`config.mk`:
```
export PLATFORM = sky130hd
export DESIGN_NAME = dch_discrete_io
export DESIGN_NICKNAME = d
export VERILOG_FILES = /design/src/hdl/dch_pkg.sv /design/src/hdl/dch_discrete_io.sv
export VERILOG_INCLUDE_DIRS = /design/src /design/src/hdl
export SDC_FILE = /design/constraint.sdc
export NUM_CORES = 2
export LEC_CHECK = 0
export ABC_AREA = 1
export ABC_CLOCK_PERIOD_IN_PS = 14430
export CAP_MARGIN = 0
export CORE_MARGIN = 1.5
export CORE_UTILIZATION = 66
export CTS_BUF_LIST = sky130_fd_sc_hd__clkbuf_4 sky130_fd_sc_hd__clkbuf_8
export CTS_CLUSTER_SIZE = 25
export DETAILED_ROUTE_END_ITERATION = 6
export DONT_BUFFER_PORTS = 1
export GPL_TIMING_DRIVEN = 0
export PLACE_DENSITY = 0.83
export SKIP_LAST_GASP = 1
export SLEW_MARGIN = 20
export SYNTH_ARGS = -nofsm -noshare
export SYNTH_HDL_FRONTEND = slang
export SYNTH_SLANG_ARGS = --single-unit
```
`constraint.sdc`:
```
create_clock -name i_core_clk -period 14.43 [get_ports i_core_clk]
set_clock_uncertainty 0.15 [all_clocks]
set_input_delay 2.886 -clock i_core_clk [delete_from_list [all_inputs] [get_ports i_core_clk]]
set_output_delay 2.886 -clock i_core_clk [all_outputs]
set_load 0.03 [all_outputs]
```
`src/hdl/dch_cfg.svh`:
```
// Addresses, field positions, reset values and timing counts of the discrete channel block.
`ifndef DCH_CFG_SVH
`define DCH_CFG_SVH
`define DCH_CLK_HZ 20000000
`define DCH_US_CYC(us) ((us) * (`DCH_CLK_HZ / 1000000))
`define DCH_OFF_CTRL0 12'h000
`define DCH_OFF_CTRL1 12'h004
`define DCH_OFF_STATUS 12'h008
`define DCH_OFF_SAMPLE 12'h00C
`define DCH_OFF_SCALE 12'h010
`define DCH_OFF_GAIN 12'h014
`define DCH_OFF_OFFSET 12'h018
`define DCH_OFF_UNIT 12'h01C
`define DCH_OFF_VALUE0 12'h020
`define DCH_OFF_VALUE1 12'h024
`define DCH_F_INPOL 0
`define DCH_F_OUTHIGH 2
`define DCH_F_OTYPE 3
`define DCH_F_PRATE 5
`define DCH_F_SRATE 7
`define DCH_F_SRANGE 8
`define DCH_F_SRC 9
`define DCH_F_LEVEL 16
`define DCH_RST_CTRL 32'h0000_0000
`define DCH_RST_GAIN 16'h0001
`define DCH_RST_OFFSET 32'h0000_0000
`define DCH_RST_UNIT 32'h0000_0000
`define DCH_PCT_FULL 7'h64
`define DCH_PWM_STEPS 12'h064
`define DCH_PWM_STEP_US_100HZ 100
`define DCH_PWM_STEP_US_10HZ 1000
`define DCH_PWM_STEP_US_1HZ 10000
`define DCH_PWM_STEP_US_0HZ1 100000
`define DCH_SRV_TICK_US 10
`define DCH_SRV_PER_US_50HZ 20000
`define DCH_SRV_PER_US_100HZ 10000
`define DCH_SRV_NARROW_MIN_US 1000
`define DCH_SRV_NARROW_SPAN_US 1000
`define DCH_SRV_WIDE_MIN_US 500
`define DCH_SRV_WIDE_SPAN_US 2000
`define DCH_SETTLE_US 50
`endif

```
`src/hdl/dch_pkg.sv`:
```
// Types shared by the discrete channel block.
package dch_pkg;
   typedef enum logic [1:0] {
      DCH_IN_DIS = 2'h0,
      DCH_IN_HIGH = 2'h1,
      DCH_IN_LOW = 2'h2
   } dch_inpol_e;
   typedef enum logic [1:0] {
      DCH_OT_ONOFF = 2'h0,
      DCH_OT_PWM = 2'h1,
      DCH_OT_SERVO = 2'h2
   } dch_otype_e;
   typedef enum logic [1:0] {
      DCH_SRC_MAP = 2'h0,
      DCH_SRC_SETPT = 2'h1,
      DCH_SRC_ALARM = 2'h2
   } dch_src_e;
   typedef enum logic [1:0] {
      DCH_SM_IDLE = 2'b01,
      DCH_SM_SETTLE = 2'b10
   } dch_samp_e;
   typedef struct packed {
      dch_inpol_e in_pol;
      logic out_high;
      dch_otype_e otype;
      logic [1:0] prate;
      logic srate;
      logic srange;
      dch_src_e src;
      logic [6:0] level;
   } dch_chan_cfg_s;
   typedef struct packed {
      logic [11:0] paddr;
      logic psel;
      logic penable;
      logic pwrite;
      logic [31:0] pwdata;
   } dch_apb_req_s;
   typedef struct packed {
      logic [31:0] prdata;
      logic pready;
      logic pslverr;
   } dch_apb_rsp_s;
   typedef struct packed {
      dch_chan_cfg_s [1:0] cfg;
      logic scale_en;
      logic unit_lock;
      logic [15:0] gain;
      logic [31:0] offset;
      logic [31:0] unit;
      dch_samp_e samp;
      logic [15:0] settle;
      logic [1:0] in_act;
      logic [1:0][15:0] pcount;
      logic [1:0][21:0] pre;
      logic [1:0][11:0] step;
      logic [1:0][21:0] cur_pre;
      logic [1:0][11:0] cur_per;
      logic [1:0][11:0] cur_on;
      logic [1:0] cur_high;
      logic [1:0] cur_pulse;
      logic [1:0] act;
      logic [1:0] pin_oe;
      logic [31:0] rdata;
   } dch_state_s;
endpackage

```
`src/hdl/dch_discrete_io.sv`:
```
// Two discrete channels: sensed inputs or open-drain ON/OFF, PWM and servo outputs, APB registers.
// Behaviour
// - Two independent channels, each usable as input or output.
// - Input polarity is active high, active low, or disabled to free the output.
// - Asserted output control turns the driver on, pulling the pin low.
// - Pull-up bias is enabled only while a reading is taken, then pin is sampled.
// - Input use needs output polarity active low, the reset default.
// - Output works only while that channel's input is disabled.
// - Active-high output conducts when inactive, floats when active.
// - Active-low output floats when inactive, conducts when active.
// - Output type is ON/OFF, PWM or servo.
// - ON/OFF type holds a static state, pin level per polarity.
// - PWM rate is 100 Hz, 10 Hz, 1 Hz or 0.1 Hz.
// - PWM active share equals programmed duty, 0 to 100 percent.
// - Servo on-time spans 1.0-2.0 ms or 0.5-2.5 ms, 0 to 180 degrees.
// - Servo repetition rate is 50 Hz or 100 Hz.
// - Servo uses active-high polarity from its second period on; its first period after ON/OFF keeps the programmed polarity.
// - Servo on-time is linear in commanded percent of travel.
// - Each output has one source: mapping, setpoint control or alarm.
// - Scaled value is raw reading times signed gain plus signed offset.
// - Display unit holds four characters and changes no measurement.
// - Setpoint ON gives 100 percent duty or full servo travel.
`timescale 1ns/1ns
`include "dch_cfg.svh"
module dch_discrete_io #(
   parameter int P_STEP_CYC_100HZ = `DCH_US_CYC(`DCH_PWM_STEP_US_100HZ),
   parameter int P_STEP_CYC_10HZ = `DCH_US_CYC(`DCH_PWM_STEP_US_10HZ),
   parameter int P_STEP_CYC_1HZ = `DCH_US_CYC(`DCH_PWM_STEP_US_1HZ),
   parameter int P_STEP_CYC_0HZ1 = `DCH_US_CYC(`DCH_PWM_STEP_US_0HZ1)
) (
   input wire logic i_core_clk,
   input wire logic i_resetn,
   input wire logic i_ce,
   input wire logic [11:0] i_paddr,
   input wire logic i_psel,
   input wire logic i_penable,
   input wire logic i_pwrite,
   input wire logic [31:0] i_pwdata,
   output logic [31:0] o_prdata,
   output logic o_pready,
   output logic o_pslverr,
   input wire logic [1:0] i_setpoint_on,
   input wire logic [1:0] i_alarm_on,
   input wire logic [1:0] i_pin_in,
   output logic [1:0] o_pin_out,
   output logic [1:0] o_pin_oe,
   output logic [1:0] o_bias_en
);
   localparam logic [21:0] SRV_TICK = 22'(`DCH_US_CYC(`DCH_SRV_TICK_US));
   localparam logic [11:0] SRV_PER50 = 12'(`DCH_SRV_PER_US_50HZ / `DCH_SRV_TICK_US);
   localparam logic [11:0] SRV_PER100 = 12'(`DCH_SRV_PER_US_100HZ / `DCH_SRV_TICK_US);
   localparam logic [15:0] SRV_NMIN = 16'(`DCH_SRV_NARROW_MIN_US / `DCH_SRV_TICK_US);
   localparam logic [15:0] SRV_NSPAN = 16'(`DCH_SRV_NARROW_SPAN_US / `DCH_SRV_TICK_US);
   localparam logic [15:0] SRV_WMIN = 16'(`DCH_SRV_WIDE_MIN_US / `DCH_SRV_TICK_US);
   localparam logic [15:0] SRV_WSPAN = 16'(`DCH_SRV_WIDE_SPAN_US / `DCH_SRV_TICK_US);
   localparam logic [15:0] SETTLE_CYC = 16'(`DCH_US_CYC(`DCH_SETTLE_US));

   dch_pkg::dch_state_s st;
   dch_pkg::dch_state_s next_st;
   dch_pkg::dch_apb_req_s req;
   dch_pkg::dch_apb_rsp_s rsp;
   logic [1:0] in_en;
   logic [1:0] out_en;
   logic [1:0][31:0] value;

   assign req = '{paddr: i_paddr, psel: i_psel, penable: i_penable, pwrite: i_pwrite,
      pwdata: i_pwdata};

   function automatic logic [31:0] ctrl_rd(input dch_pkg::dch_chan_cfg_s c);
      logic [31:0] r;
      r = 32'h0000_0000;
      r[`DCH_F_INPOL +: 2] = c.in_pol;
      r[`DCH_F_OUTHIGH] = c.out_high;
      r[`DCH_F_OTYPE +: 2] = c.otype;
      r[`DCH_F_PRATE +: 2] = c.prate;
      r[`DCH_F_SRATE] = c.srate;
      r[`DCH_F_SRANGE] = c.srange;
      r[`DCH_F_SRC +: 2] = c.src;
      r[`DCH_F_LEVEL +: 7] = c.level;
      return r;
   endfunction

   function automatic dch_pkg::dch_chan_cfg_s ctrl_wr(input logic [31:0] d);
      dch_pkg::dch_chan_cfg_s c;
      c.in_pol = dch_pkg::dch_inpol_e'(d[`DCH_F_INPOL +: 2]);
      c.out_high = d[`DCH_F_OUTHIGH];
      c.otype = dch_pkg::dch_otype_e'(d[`DCH_F_OTYPE +: 2]);
      c.prate = d[`DCH_F_PRATE +: 2];
      c.srate = d[`DCH_F_SRATE];
      c.srange = d[`DCH_F_SRANGE];
      c.src = dch_pkg::dch_src_e'(d[`DCH_F_SRC +: 2]);
      c.level = d[`DCH_F_LEVEL +: 7];
      return c;
   endfunction

   // Address decode used only by the error flag; one entry per mapped register word.
   function automatic logic addr_mapped(input logic [11:0] a);
      logic m;
      m = 1'b1;
      if (a == `DCH_OFF_CTRL0) begin
         m = 1'b1;
      end else if (a == `DCH_OFF_CTRL1) begin
         m = 1'b1;
      end else if (a == `DCH_OFF_STATUS) begin
         m = 1'b1;
      end else if (a == `DCH_OFF_SAMPLE) begin
         m = 1'b1;
      end else if (a == `DCH_OFF_SCALE) begin
         m = 1'b1;
      end else if (a == `DCH_OFF_GAIN) begin
         m = 1'b1;
      end else if (a == `DCH_OFF_OFFSET) begin
         m = 1'b1;
      end else if (a == `DCH_OFF_UNIT) begin
         m = 1'b1;
      end else if (a == `DCH_OFF_VALUE0) begin
         m = 1'b1;
      end else if (a == `DCH_OFF_VALUE1) begin
         m = 1'b1;
      end else begin
         m = 1'b0;
      end
      return m;
   endfunction

   // Scaling rule applied to the sensed pulse count.
   // Both operands are widened to 32 bits first, so the product keeps the sign of the gain
   // whatever width rules a tool applies inside a cast.
   // The sum wraps at 32 bits; software must keep gain and offset in a sensible range.
   always_comb begin
      for (int i = 0; i < 2; i++) begin
         if (st.scale_en) begin
            value[i] = ($signed({16'h0000, st.pcount[i]})
               * $signed({{16{st.gain[15]}}, st.gain}))
               + st.offset;
         end else begin
            value[i] = {16'h0000, st.pcount[i]};
         end
      end
   end

   always_comb begin
      logic setup;
      logic wr;
      logic hit;
      logic [31:0] rd;
      logic [6:0] pct;
      logic [15:0] son;
      logic [21:0] npre;
      logic [11:0] nper;
      logic [11:0] non;
      logic boundary;
      logic onoff_act;
      logic live_act;
      setup = 1'b0;
      wr = 1'b0;
      hit = 1'b1;
      rd = 32'h0000_0000;
      pct = 7'h00;
      son = 16'h0000;
      npre = 22'h00_0000;
      nper = 12'h000;
      non = 12'h000;
      boundary = 1'b0;
      onoff_act = 1'b0;
      live_act = 1'b0;
      next_st = st;
      in_en = 2'b00;
      out_en = 2'b00;

      setup = req.psel && !req.penable;
      wr = req.psel && req.penable && req.pwrite;
      if (req.paddr == `DCH_OFF_CTRL0) begin
         rd = ctrl_rd(st.cfg[0]);
      end else if (req.paddr == `DCH_OFF_CTRL1) begin
         rd = ctrl_rd(st.cfg[1]);
      end else if (req.paddr == `DCH_OFF_STATUS) begin
         rd = {27'h000_0000, st.samp == dch_pkg::DCH_SM_SETTLE, st.act, st.in_act};
      end else if (req.paddr == `DCH_OFF_SAMPLE) begin
         rd = 32'h0000_0000;
      end else if (req.paddr == `DCH_OFF_SCALE) begin
         rd = {30'h0000_0000, st.unit_lock, st.scale_en};
      end else if (req.paddr == `DCH_OFF_GAIN) begin
         rd = {16'h0000, st.gain};
      end else if (req.paddr == `DCH_OFF_OFFSET) begin
         rd = st.offset;
      end else if (req.paddr == `DCH_OFF_UNIT) begin
         rd = st.unit;
      end else if (req.paddr == `DCH_OFF_VALUE0) begin
         rd = value[0];
      end else if (req.paddr == `DCH_OFF_VALUE1) begin
         rd = value[1];
      end else begin
         hit = 1'b0;
      end
      // Read data is captured in the setup cycle so the access phase can finish at once.
      if (setup) begin
         next_st.rdata = rd;
      end
      if (wr && hit) begin
         if (req.paddr == `DCH_OFF_CTRL0) begin
            next_st.cfg[0] = ctrl_wr(req.pwdata);
         end else if (req.paddr == `DCH_OFF_CTRL1) begin
            next_st.cfg[1] = ctrl_wr(req.pwdata);
         end else if (req.paddr == `DCH_OFF_SCALE) begin
            next_st.scale_en = req.pwdata[0];
            next_st.unit_lock = req.pwdata[1];
         end else if (req.paddr == `DCH_OFF_GAIN) begin
            next_st.gain = req.pwdata[15:0];
         end else if (req.paddr == `DCH_OFF_OFFSET) begin
            next_st.offset = req.pwdata;
         end else if (req.paddr == `DCH_OFF_UNIT) begin
            // Unit text is stored only; measurement path never reads it.
            next_st.unit = req.pwdata;
         end
      end

      for (int i = 0; i < 2; i++) begin
         // Disabled input frees the channel for output.
         out_en[i] = st.cfg[i].in_pol == dch_pkg::DCH_IN_DIS;
         in_en[i] = !out_en[i] && !st.cfg[i].out_high;
      end

      // Bias is held only for the settle window of a requested reading.
      // The pin is sampled on the last settle edge, while the pull-up still stands, so a
      // floating contact reads as high and never as a stale level.
      // A second sample request during a reading is dropped rather than queued.
      case (st.samp)
         dch_pkg::DCH_SM_IDLE: begin
            if (wr && req.paddr == `DCH_OFF_SAMPLE) begin
               next_st.samp = dch_pkg::DCH_SM_SETTLE;
               next_st.settle = 16'h0000;
            end
         end
         dch_pkg::DCH_SM_SETTLE: begin
            next_st.settle = st.settle + 16'h0001;
            if (st.settle + 16'h0001 >= SETTLE_CYC) begin
               next_st.samp = dch_pkg::DCH_SM_IDLE;
               for (int i = 0; i < 2; i++) begin
                  if (in_en[i]) begin
                     // Polarity decides which level counts as active.
                     next_st.in_act[i] = st.cfg[i].in_pol == dch_pkg::DCH_IN_HIGH ?
                        i_pin_in[i] : !i_pin_in[i];
                     if (next_st.in_act[i] && !st.in_act[i]) begin
                        next_st.pcount[i] = st.pcount[i] + 16'h0001;
                     end
                  end else begin
                     next_st.in_act[i] = 1'b0;
                  end
               end
            end
         end
         default: begin
            next_st.samp = dch_pkg::DCH_SM_IDLE;
         end
      endcase

      for (int i = 0; i < 2; i++) begin
         // Exactly one source feeds the commanded percentage.
         // Setpoint or alarm ON means full duty or full travel.
         if (st.cfg[i].src == dch_pkg::DCH_SRC_SETPT) begin
            pct = i_setpoint_on[i] ? `DCH_PCT_FULL : 7'h00;
         end else if (st.cfg[i].src == dch_pkg::DCH_SRC_ALARM) begin
            pct = i_alarm_on[i] ? `DCH_PCT_FULL : 7'h00;
         end else begin
            pct = st.cfg[i].level > `DCH_PCT_FULL ? `DCH_PCT_FULL : st.cfg[i].level;
         end
         // Period and on-time are chosen by the output type.
         if (st.cfg[i].otype == dch_pkg::DCH_OT_SERVO) begin
            npre = SRV_TICK;
            // Servo repetition 50 Hz or 100 Hz.
            nper = st.cfg[i].srate ? SRV_PER100 : SRV_PER50;
            // Range picks the minimum and span of the pulse.
            // Pulse grows linearly with percent of travel.
            if (st.cfg[i].srange) begin
               son = SRV_WMIN + 16'((32'(pct) * 32'(SRV_WSPAN)) / 32'(`DCH_PCT_FULL));
            end else begin
               son = SRV_NMIN + 16'((32'(pct) * 32'(SRV_NSPAN)) / 32'(`DCH_PCT_FULL));
            end
            non = son[11:0];
         end else begin
            // Four PWM rates, each a hundred steps long.
            case (st.cfg[i].prate)
               2'h0: npre = 22'(P_STEP_CYC_100HZ);
               2'h1: npre = 22'(P_STEP_CYC_10HZ);
               2'h2: npre = 22'(P_STEP_CYC_1HZ);
               default: npre = 22'(P_STEP_CYC_0HZ1);
            endcase
            nper = `DCH_PWM_STEPS;
            // Active steps equal the duty percentage.
            non = {5'h00, pct};
         end
         next_st.pre[i] = st.pre[i] + 22'h00_0001;
         if (st.pre[i] + 22'h00_0001 >= st.cur_pre[i]) begin
            next_st.pre[i] = 22'h00_0000;
            next_st.step[i] = st.step[i] + 12'h001;
            boundary = st.step[i] + 12'h001 >= st.cur_per[i];
         end else begin
            boundary = 1'b0;
         end
         // New timing is taken only when a period ends.
         // This costs up to one slow period of latency, but never cuts a pulse short.
         // After reset the period registers are zero, so the first boundary comes at once.
         if (boundary) begin
            next_st.step[i] = 12'h000;
            next_st.cur_pre[i] = npre;
            next_st.cur_per[i] = nper;
            next_st.cur_on[i] = non;
            next_st.cur_pulse[i] = st.cfg[i].otype != dch_pkg::DCH_OT_ONOFF;
            next_st.cur_high[i] = st.cfg[i].otype == dch_pkg::DCH_OT_SERVO ? 1'b1 :
               st.cfg[i].out_high;
         end
         // ON/OFF follows its command at once with the live polarity.
         onoff_act = pct != 7'h00;
         // Step below zero never matches; full count covers every step.
         live_act = st.cur_pulse[i] ? st.step[i] < st.cur_on[i] : onoff_act;
         // Output function only with input disabled.
         next_st.act[i] = out_en[i] && live_act;
         if (!st.cur_pulse[i]) begin
            next_st.cur_high[i] = st.cfg[i].out_high;
         end
         // Driver released whenever the channel senses.
         next_st.pin_oe[i] = out_en[i] && (st.cur_high[i] ? !live_act : live_act);
      end
   end

   // One state record clocks both channels.
   // A low clock enable freezes bus writes, sampling and the period counters alike.
   always_ff @(posedge i_core_clk or negedge i_resetn) begin
      if (!i_resetn) begin
         st <= '0;
         st.cfg <= {2{dch_pkg::dch_chan_cfg_s'(`DCH_RST_CTRL)}};
         st.gain <= `DCH_RST_GAIN;
         st.offset <= `DCH_RST_OFFSET;
         st.unit <= `DCH_RST_UNIT;
         st.samp <= dch_pkg::DCH_SM_IDLE;
      end else if (i_ce) begin
         st <= next_st;
      end
   end

   always_comb begin
      rsp.prdata = st.rdata;
      rsp.pready = 1'b1;
      rsp.pslverr = 1'b0;
      // The slave never stalls, so the error flag only needs the access phase and the decode.
      if (req.psel && req.penable && !addr_mapped(req.paddr)) begin
         rsp.pslverr = 1'b1;
      end
   end

   // The data pin is fixed low; only the enable moves, as an open-drain stage needs.

   assign o_prdata = rsp.prdata;
   assign o_pready = rsp.pready;
   assign o_pslverr = rsp.pslverr;
   // An enabled driver always pulls the pin low.
   assign o_pin_out = 2'b00;
   assign o_pin_oe = st.pin_oe;
   assign o_bias_en = st.samp == dch_pkg::DCH_SM_SETTLE ? in_en : 2'b00;
endmodule

```
# ---- Word level (Yosys, flattened, before mapping)
# Index checks and enable logic that the tools add are counted.
# W data, S select, Z words.
dict set report word_totals {
  wordCells 235
  ff_bits 370
  in_bits 56
  out_inout_bits 40
}
dict set report classes {
  n_eq_ne 27
  muxes 72
  addsub 13
  order_cmp 9
  n_div 4
  bitwise 5
  n_reduce_logical 56
  multipliers 6
}
# operator n
set op_table {}
lappend op_table {{$mux W32} 12}
lappend op_table {{$pmux W21 S3} 2}
lappend op_table {{$mux W12} 8}
lappend op_table {{$mux W7} 10}
lappend op_table {{$add A32 B32 Y32} 2}
lappend op_table {{$div A14 B7 Y32 const B} 2}
lappend op_table {{$div A15 B7 Y32 const B} 2}
lappend op_table {{$mul A17 B16 Y32} 2}
lappend op_table {{$add A16 B1 Y16 const B} 3}
lappend op_table {{$eq A12 B5 Y1 const B} 4}
lappend op_table {{$mul A7 B5 Y12 const B} 4}
lappend op_table {{$add A22 B1 Y22 const B} 2}
lappend op_table {{$ge A22 B22 Y1} 2}
lappend op_table {{$mux W11} 4}
lappend op_table {{$mux W22} 2}
lappend op_table {{$mux W21} 2}
lappend op_table {{$pmux W16 S2} 1}
lappend op_table {{$mux W1} 27}
lappend op_table {{$add A12 B1 Y12 const B} 2}
lappend op_table {{$add A6 B12 Y12 const A} 2}
lappend op_table {{$add A7 B12 Y12 const A} 2}
lappend op_table {{$eq A12 B4 Y1 const B} 2}
lappend op_table {{$eq A12 B6 Y1 const B} 2}
lappend op_table {{$ge A12 B12 Y1} 2}
lappend op_table {{25 further kinds} 89}

# ---- Depth between registers and ports, before layout
dict set report logic_depth {
  word_depth 14
  ltp_mapped 83
  depth_no_buf 79
}

# ---- Worst setup path after synthesis
# No wires, ideal clock.
dict set report synth_timing {
  path_kind {input to register}
  from {input port i_alarm_on[0]}
  to {register st[47] (netlist bit)}
  path_buffers 7
  setup_ps 134
  path_slack_ps 2357
  stages 76
  t_required_ps 14146
  arrival_ps 11789
  path_cell_list {inv_1 -> nand2_1 -> nand2_1 -> nand2_1 -> nand2_2 -> inv_1 -> ha_1 -> ha_1 -> inv_1 -> fa_1 -> inv_1 -> ha_1 -> buf_6 -> nand2_1 -> nor2_1 -> nor2_1 -> nand2_1 -> nand2_1 -> [... 40 more ...] -> nand2_4 -> ha_1 -> nand3b_2 -> nand2_2 -> nand2_2 -> nor2_4 -> nand2_4 -> buf_8 -> ha_1 -> a21oi_1 -> inv_1 -> nor2_1 -> inv_1 -> nand2_1 -> xor2_1 -> a21oi_1 -> o31ai_1 -> o21ai_0}
}
dict set report synth_via {
  elab_chain_cells 8
  elab_cells_between_ends 11
  cone_classes {add/sub (2); mul (2); div (2); mux (5)}
}
# item line_no
set synth_lines {}
lappend synth_lines {{start, declared} dch_discrete_io.sv:43} ;# input wire logic [1:0] i_alarm_on,
lappend synth_lines {{$mux W7 (*)} dch_discrete_io.sv:264} ;# pct = i_alarm_on[i] ? `DCH_PCT_FULL : 7'h00;
lappend synth_lines {{$mux W7 (*)} dch_discrete_io.sv:263} ;# end else if (st.cfg[i].src == dch_pkg::DCH_SRC_ALARM) begin
lappend synth_lines {{$mux W7 (*)} dch_discrete_io.sv:261} ;# if (st.cfg[i].src == dch_pkg::DCH_SRC_SETPT) begin
lappend synth_lines {{$mul A7 B5 Y12} {dch_discrete_io.sv:276, dch_discrete_io.sv:278}}
lappend synth_lines {{$div A15 B7 Y32 / $div A14 B7 Y32 (equally long branches)} {dch_discrete_io.sv:276, dch_discrete_io.sv:278}}
lappend synth_lines {{$add A6 B12 Y12 / $add A7 B12 Y12 (equally long branches)} {dch_discrete_io.sv:276, dch_discrete_io.sv:278}}
lappend synth_lines {{$mux W12 (*)} dch_discrete_io.sv:275} ;# if (st.cfg[i].srange) begin
lappend synth_lines {{$mux W12 (*)} dch_discrete_io.sv:269} ;# if (st.cfg[i].otype == dch_pkg::DCH_OT_SERVO) begin
lappend synth_lines {{end signal, assigned} dch_discrete_io.sv:338} ;# st <= next_st;
lappend synth_lines {{end, declared} dch_discrete_io.sv:58} ;# dch_pkg::dch_state_s st;
# Every way passes the cells marked *; elsewhere a longest branch is shown, timed or not.
# A chain may end at the register's enable or synchronous reset.

# ---- Worst setup path after layout
dict set report layout_timing {
  from {input port i_alarm_on[1]}
  to {register st[59] (netlist bit)}
}
# The elaborated chain is that of the path after synthesis.

==> results.yml <==
run_status:
  status: "finished with violations"
  failed_checks: "design-rule violations"
floorplan:
  rows: 96
  die_area_sq_mm: 0.0715
  chipHeight_um: 267
  start_util_pct: 66.9
  io_pins: 96
  die_w_um: 267
  core_area_sq_mm: 0.0689
synth:
  ys_warn_count: 0
  synth.area.mux_share_pct: 0
  avgSynthCellArea_sq_um: 7.34
  async_flop_share_pct: 100
  mappedNetlistArea_sq_mm: 0.0461
  synth_top_family_by_area: "adder cells"
  ys_seq_area_share_pct: 17.9
  synth_xor_area_share_pct: 3.30
  synthCells: 6284
  synth_adder_area_share_pct: 30.4
  ys_seq_elements: 330
  synth-edff-count: 0
  ys.flop_type: "dfrtp_1"
  synth-compound-area-share_pct: 9.62
  ys_types: 71
  synth-simple-area-share_pct: 24.7
detailed_routing:
  drc: 1
  final_antenna_net_count: 0
  wl_per_cell_um: 19.0
  initialDrtViolationCount: 4443
  first_pass_iters: 7
  vias_per_cell: 5.81
  wirelength_um: 139000
  vias: 42500
timing:
  drv_slew: 0
  setup_tns_ps: 0
  fin_crit_sh_pct: 91.5
  hold_viol: 0
  period_needed_ps: 13200
  rsz0062_at_grt: "no"
  slew_headroom_pct: 28.4
  fmax_mhz: 75.8
  finalSetupViolCount: 0
  max_slew.worst_pin.slew_ps: 1070
cells_and_area:
  final_cell_mix: "1,477 x nand2_1, 1,343 x inv_1, 454 x fa_1, 394 x ha_1, 340 x nor2_1"
  stdcell_area_sq_mm: 0.0485
  nets: 7244
  layout_commonest_cell: "nand2_1"
  drive_gt1_share_pct: 6.13
  syn_to_final_growth_pct: 5.14
critical_path:
  cp_data_arrival_time_ps: 13550
  required_ps: 14780
  critPathKind: "in -> reg"
  cp_slowest_cell: "o21ai_1"
  r2r_slack_ps: 2810
  critPathCaptureType: "flop"
  crit_fanout: 11
  cpPeakStageDelay_ps: 500
  path_common_cell: "nand2_1"
  start_kind: "primary input"
place:
  gp_congestion: 0.993
  place_hpwl_um: 112000
  place_area_sq_mm: 0.0473
  portBuffers: 0
power_and_ir_drop:
  total_power_mw: 2.93
  p_leak_nw: 28.4
  peakVddDrop_mv: 0.0920
  p_per_area_mw_per_mm2: 60.4
flow_run:
  max_cap_violations: 0
clock_tree:
  clk_pin_slew_ps: 70
  cts_root_buf: "clkbuf_8"
  clk_path_buf_depth: 3
  cts-hold-fix-buffers: 0
  h-tree-depth: 2
  cts.sinks: 330
  cts_tree: "yes"
  numCtsBuffers: 53
  insertion_delay_ps: 680
global_routing:
  grt_pass1_wl_um: 220000
  grt_pass1_vias: 41500
  grt_use_total_pct: 39.8
  grt_max_degree: 331
  overflow: 0
  antenna_found_initial: 7
min_path:
  hold_path_class: "reg -> reg"
[report_power, final]
part	switching (mW)	internal, mW
clock	0.412	0.506
sequential	0.0801	1.05
combinational	0.583	0.298
[cell usage after synthesis, types with 11 or more instances]
| library cell | n | area [sq um] |
|---|---|---|
| o221ai_1 | 30 | 263 |
| ha_1 | 394 | 4930 |
| buf_6 | 12 | 135 |
| clkinv_1 | 16 | 60.1 |
| xnor2_1 | 35 | 307 |
| buf_1 | 20 | 75.1 |
| nand2_2 | 71 | 444 |
| nand3_4 | 18 | 315 |
| nor2_4 | 13 | 146 |
| nor3_1 | 75 | 375 |
| nand4_1 | 95 | 594 |
| inv_1 | 1343 | 5040 |
| fa_1 | 454 | 9090 |
| inv_2 | 19 | 71.3 |
| buf_4 | 44 | 330 |
| dfrtp_1 | 328 | 8210 |
| nand2_1 | 1477 | 5540 |
| o31ai_1 | 19 | 143 |
| nand3_1 | 309 | 1550 |
| a21oi_1 | 205 | 1030 |
| nor2_1 | 341 | 1280 |
| o21ai_1 | 18 | 90.1 |
| o211ai_1 | 28 | 210 |
| a31oi_1 | 11 | 68.8 |
| nand2_4 | 23 | 259 |
| o21ai_0 | 332 | 1660 |
| o22ai_1 | 24 | 150 |
| nand3_2 | 22 | 220 |
| xor2_1 | 137 | 1200 |
| a221oi_1 | 19 | 166 |
| nor2_2 | 24 | 150 |
| clkbuf_1 | 186 | 698 |
| nor4_1 | 15 | 93.8 |
[per-layer routing]
layer / up-vias / track usage, % / share of wire, %
met5: - / 0 / 0.019
met4: 6 / 19.7 / 5.7
met3: 464 / 12.0 / 13
met2: 2275 / 60.7 / 43
met1: 20200 / 51.5 / 38
li1: 19600 / - / -
[metrics by stage]
stage / std cells / hold WS (ps) / util (%) / setup slack (ps)
finish: 7316 / 314 / 70.4 / 1230
global route: 7312 / 338 / 70.3 / 302
CTS: 7311 / 314 / 70.3 / 1060
detailed placement: 7216 / 297 / 68.6 / 386
global placement: 7216 / 291 / 68.6 / 626
floorplan: 6285 / 276 / - / 2360
[logic make-up after synthesis]
| family | after synthesis |
|---|---|
| and+or+nand+nor | 2521 |
| buffers and inverters | 1646 |
| adders and majority gates | 848 |
| AOI/OAI and AO/OA | 764 |
| DFF | 330 |
| xor gates and xnor gates | 173 |
| other | 2 |
[worst paths after layout]
| path | start | endpoint | cells past startpoint |
|---|---|---|---|
| worst min register to register | st[70] | st[70] | 2 |
| max in group asynchronous | i_resetn | st[275] | 0 |
| worst min-delay path | st[70] | st[70] | 2 |
| worst max register to register | st[337] | st[47] | 67 |
| worst max-delay path | i_alarm_on[1] | st[59] | 71 |
| min in group asynchronous | i_resetn | st[198] | 0 |
[cell type report]
cell class	instances	area [sq um]
Inverter	1379	5180
Fill cell	5698	20400
Multi-Input combinational cell	4309	31400
Tap cell	931	1160
Clock inverter	13	145
Antenna cell	5	12.5
Buffer	267	1310
Clock buffer	82	1030
Sequential cell	330	8260
[registers in the layout, summed over array words and instances (netlist names)]
| name | flops |
|---|---|
| st | 296 |
| o_prdata | 32 |
| o_pin_oe | 2 |
[repair_timing]
action                     CTS  global route
hold endpoints to repair     0             0
gates resized for setup      0             1
setup buffers                0             0
setup endpoints to repair    0             1
[worst max-delay path: cells and delay by family]
family | cells | cell delay [ps]
xor gates and xnor gates | 2 | 590
and+or+nand+nor | 37 | 4550
AOI/OAI and AO/OA | 10 | 1530
buffers and inverters | 14 | 1560
adders and majority gates | 8 | 2390
Note: power is estimated with default switching activity, not from simulation.
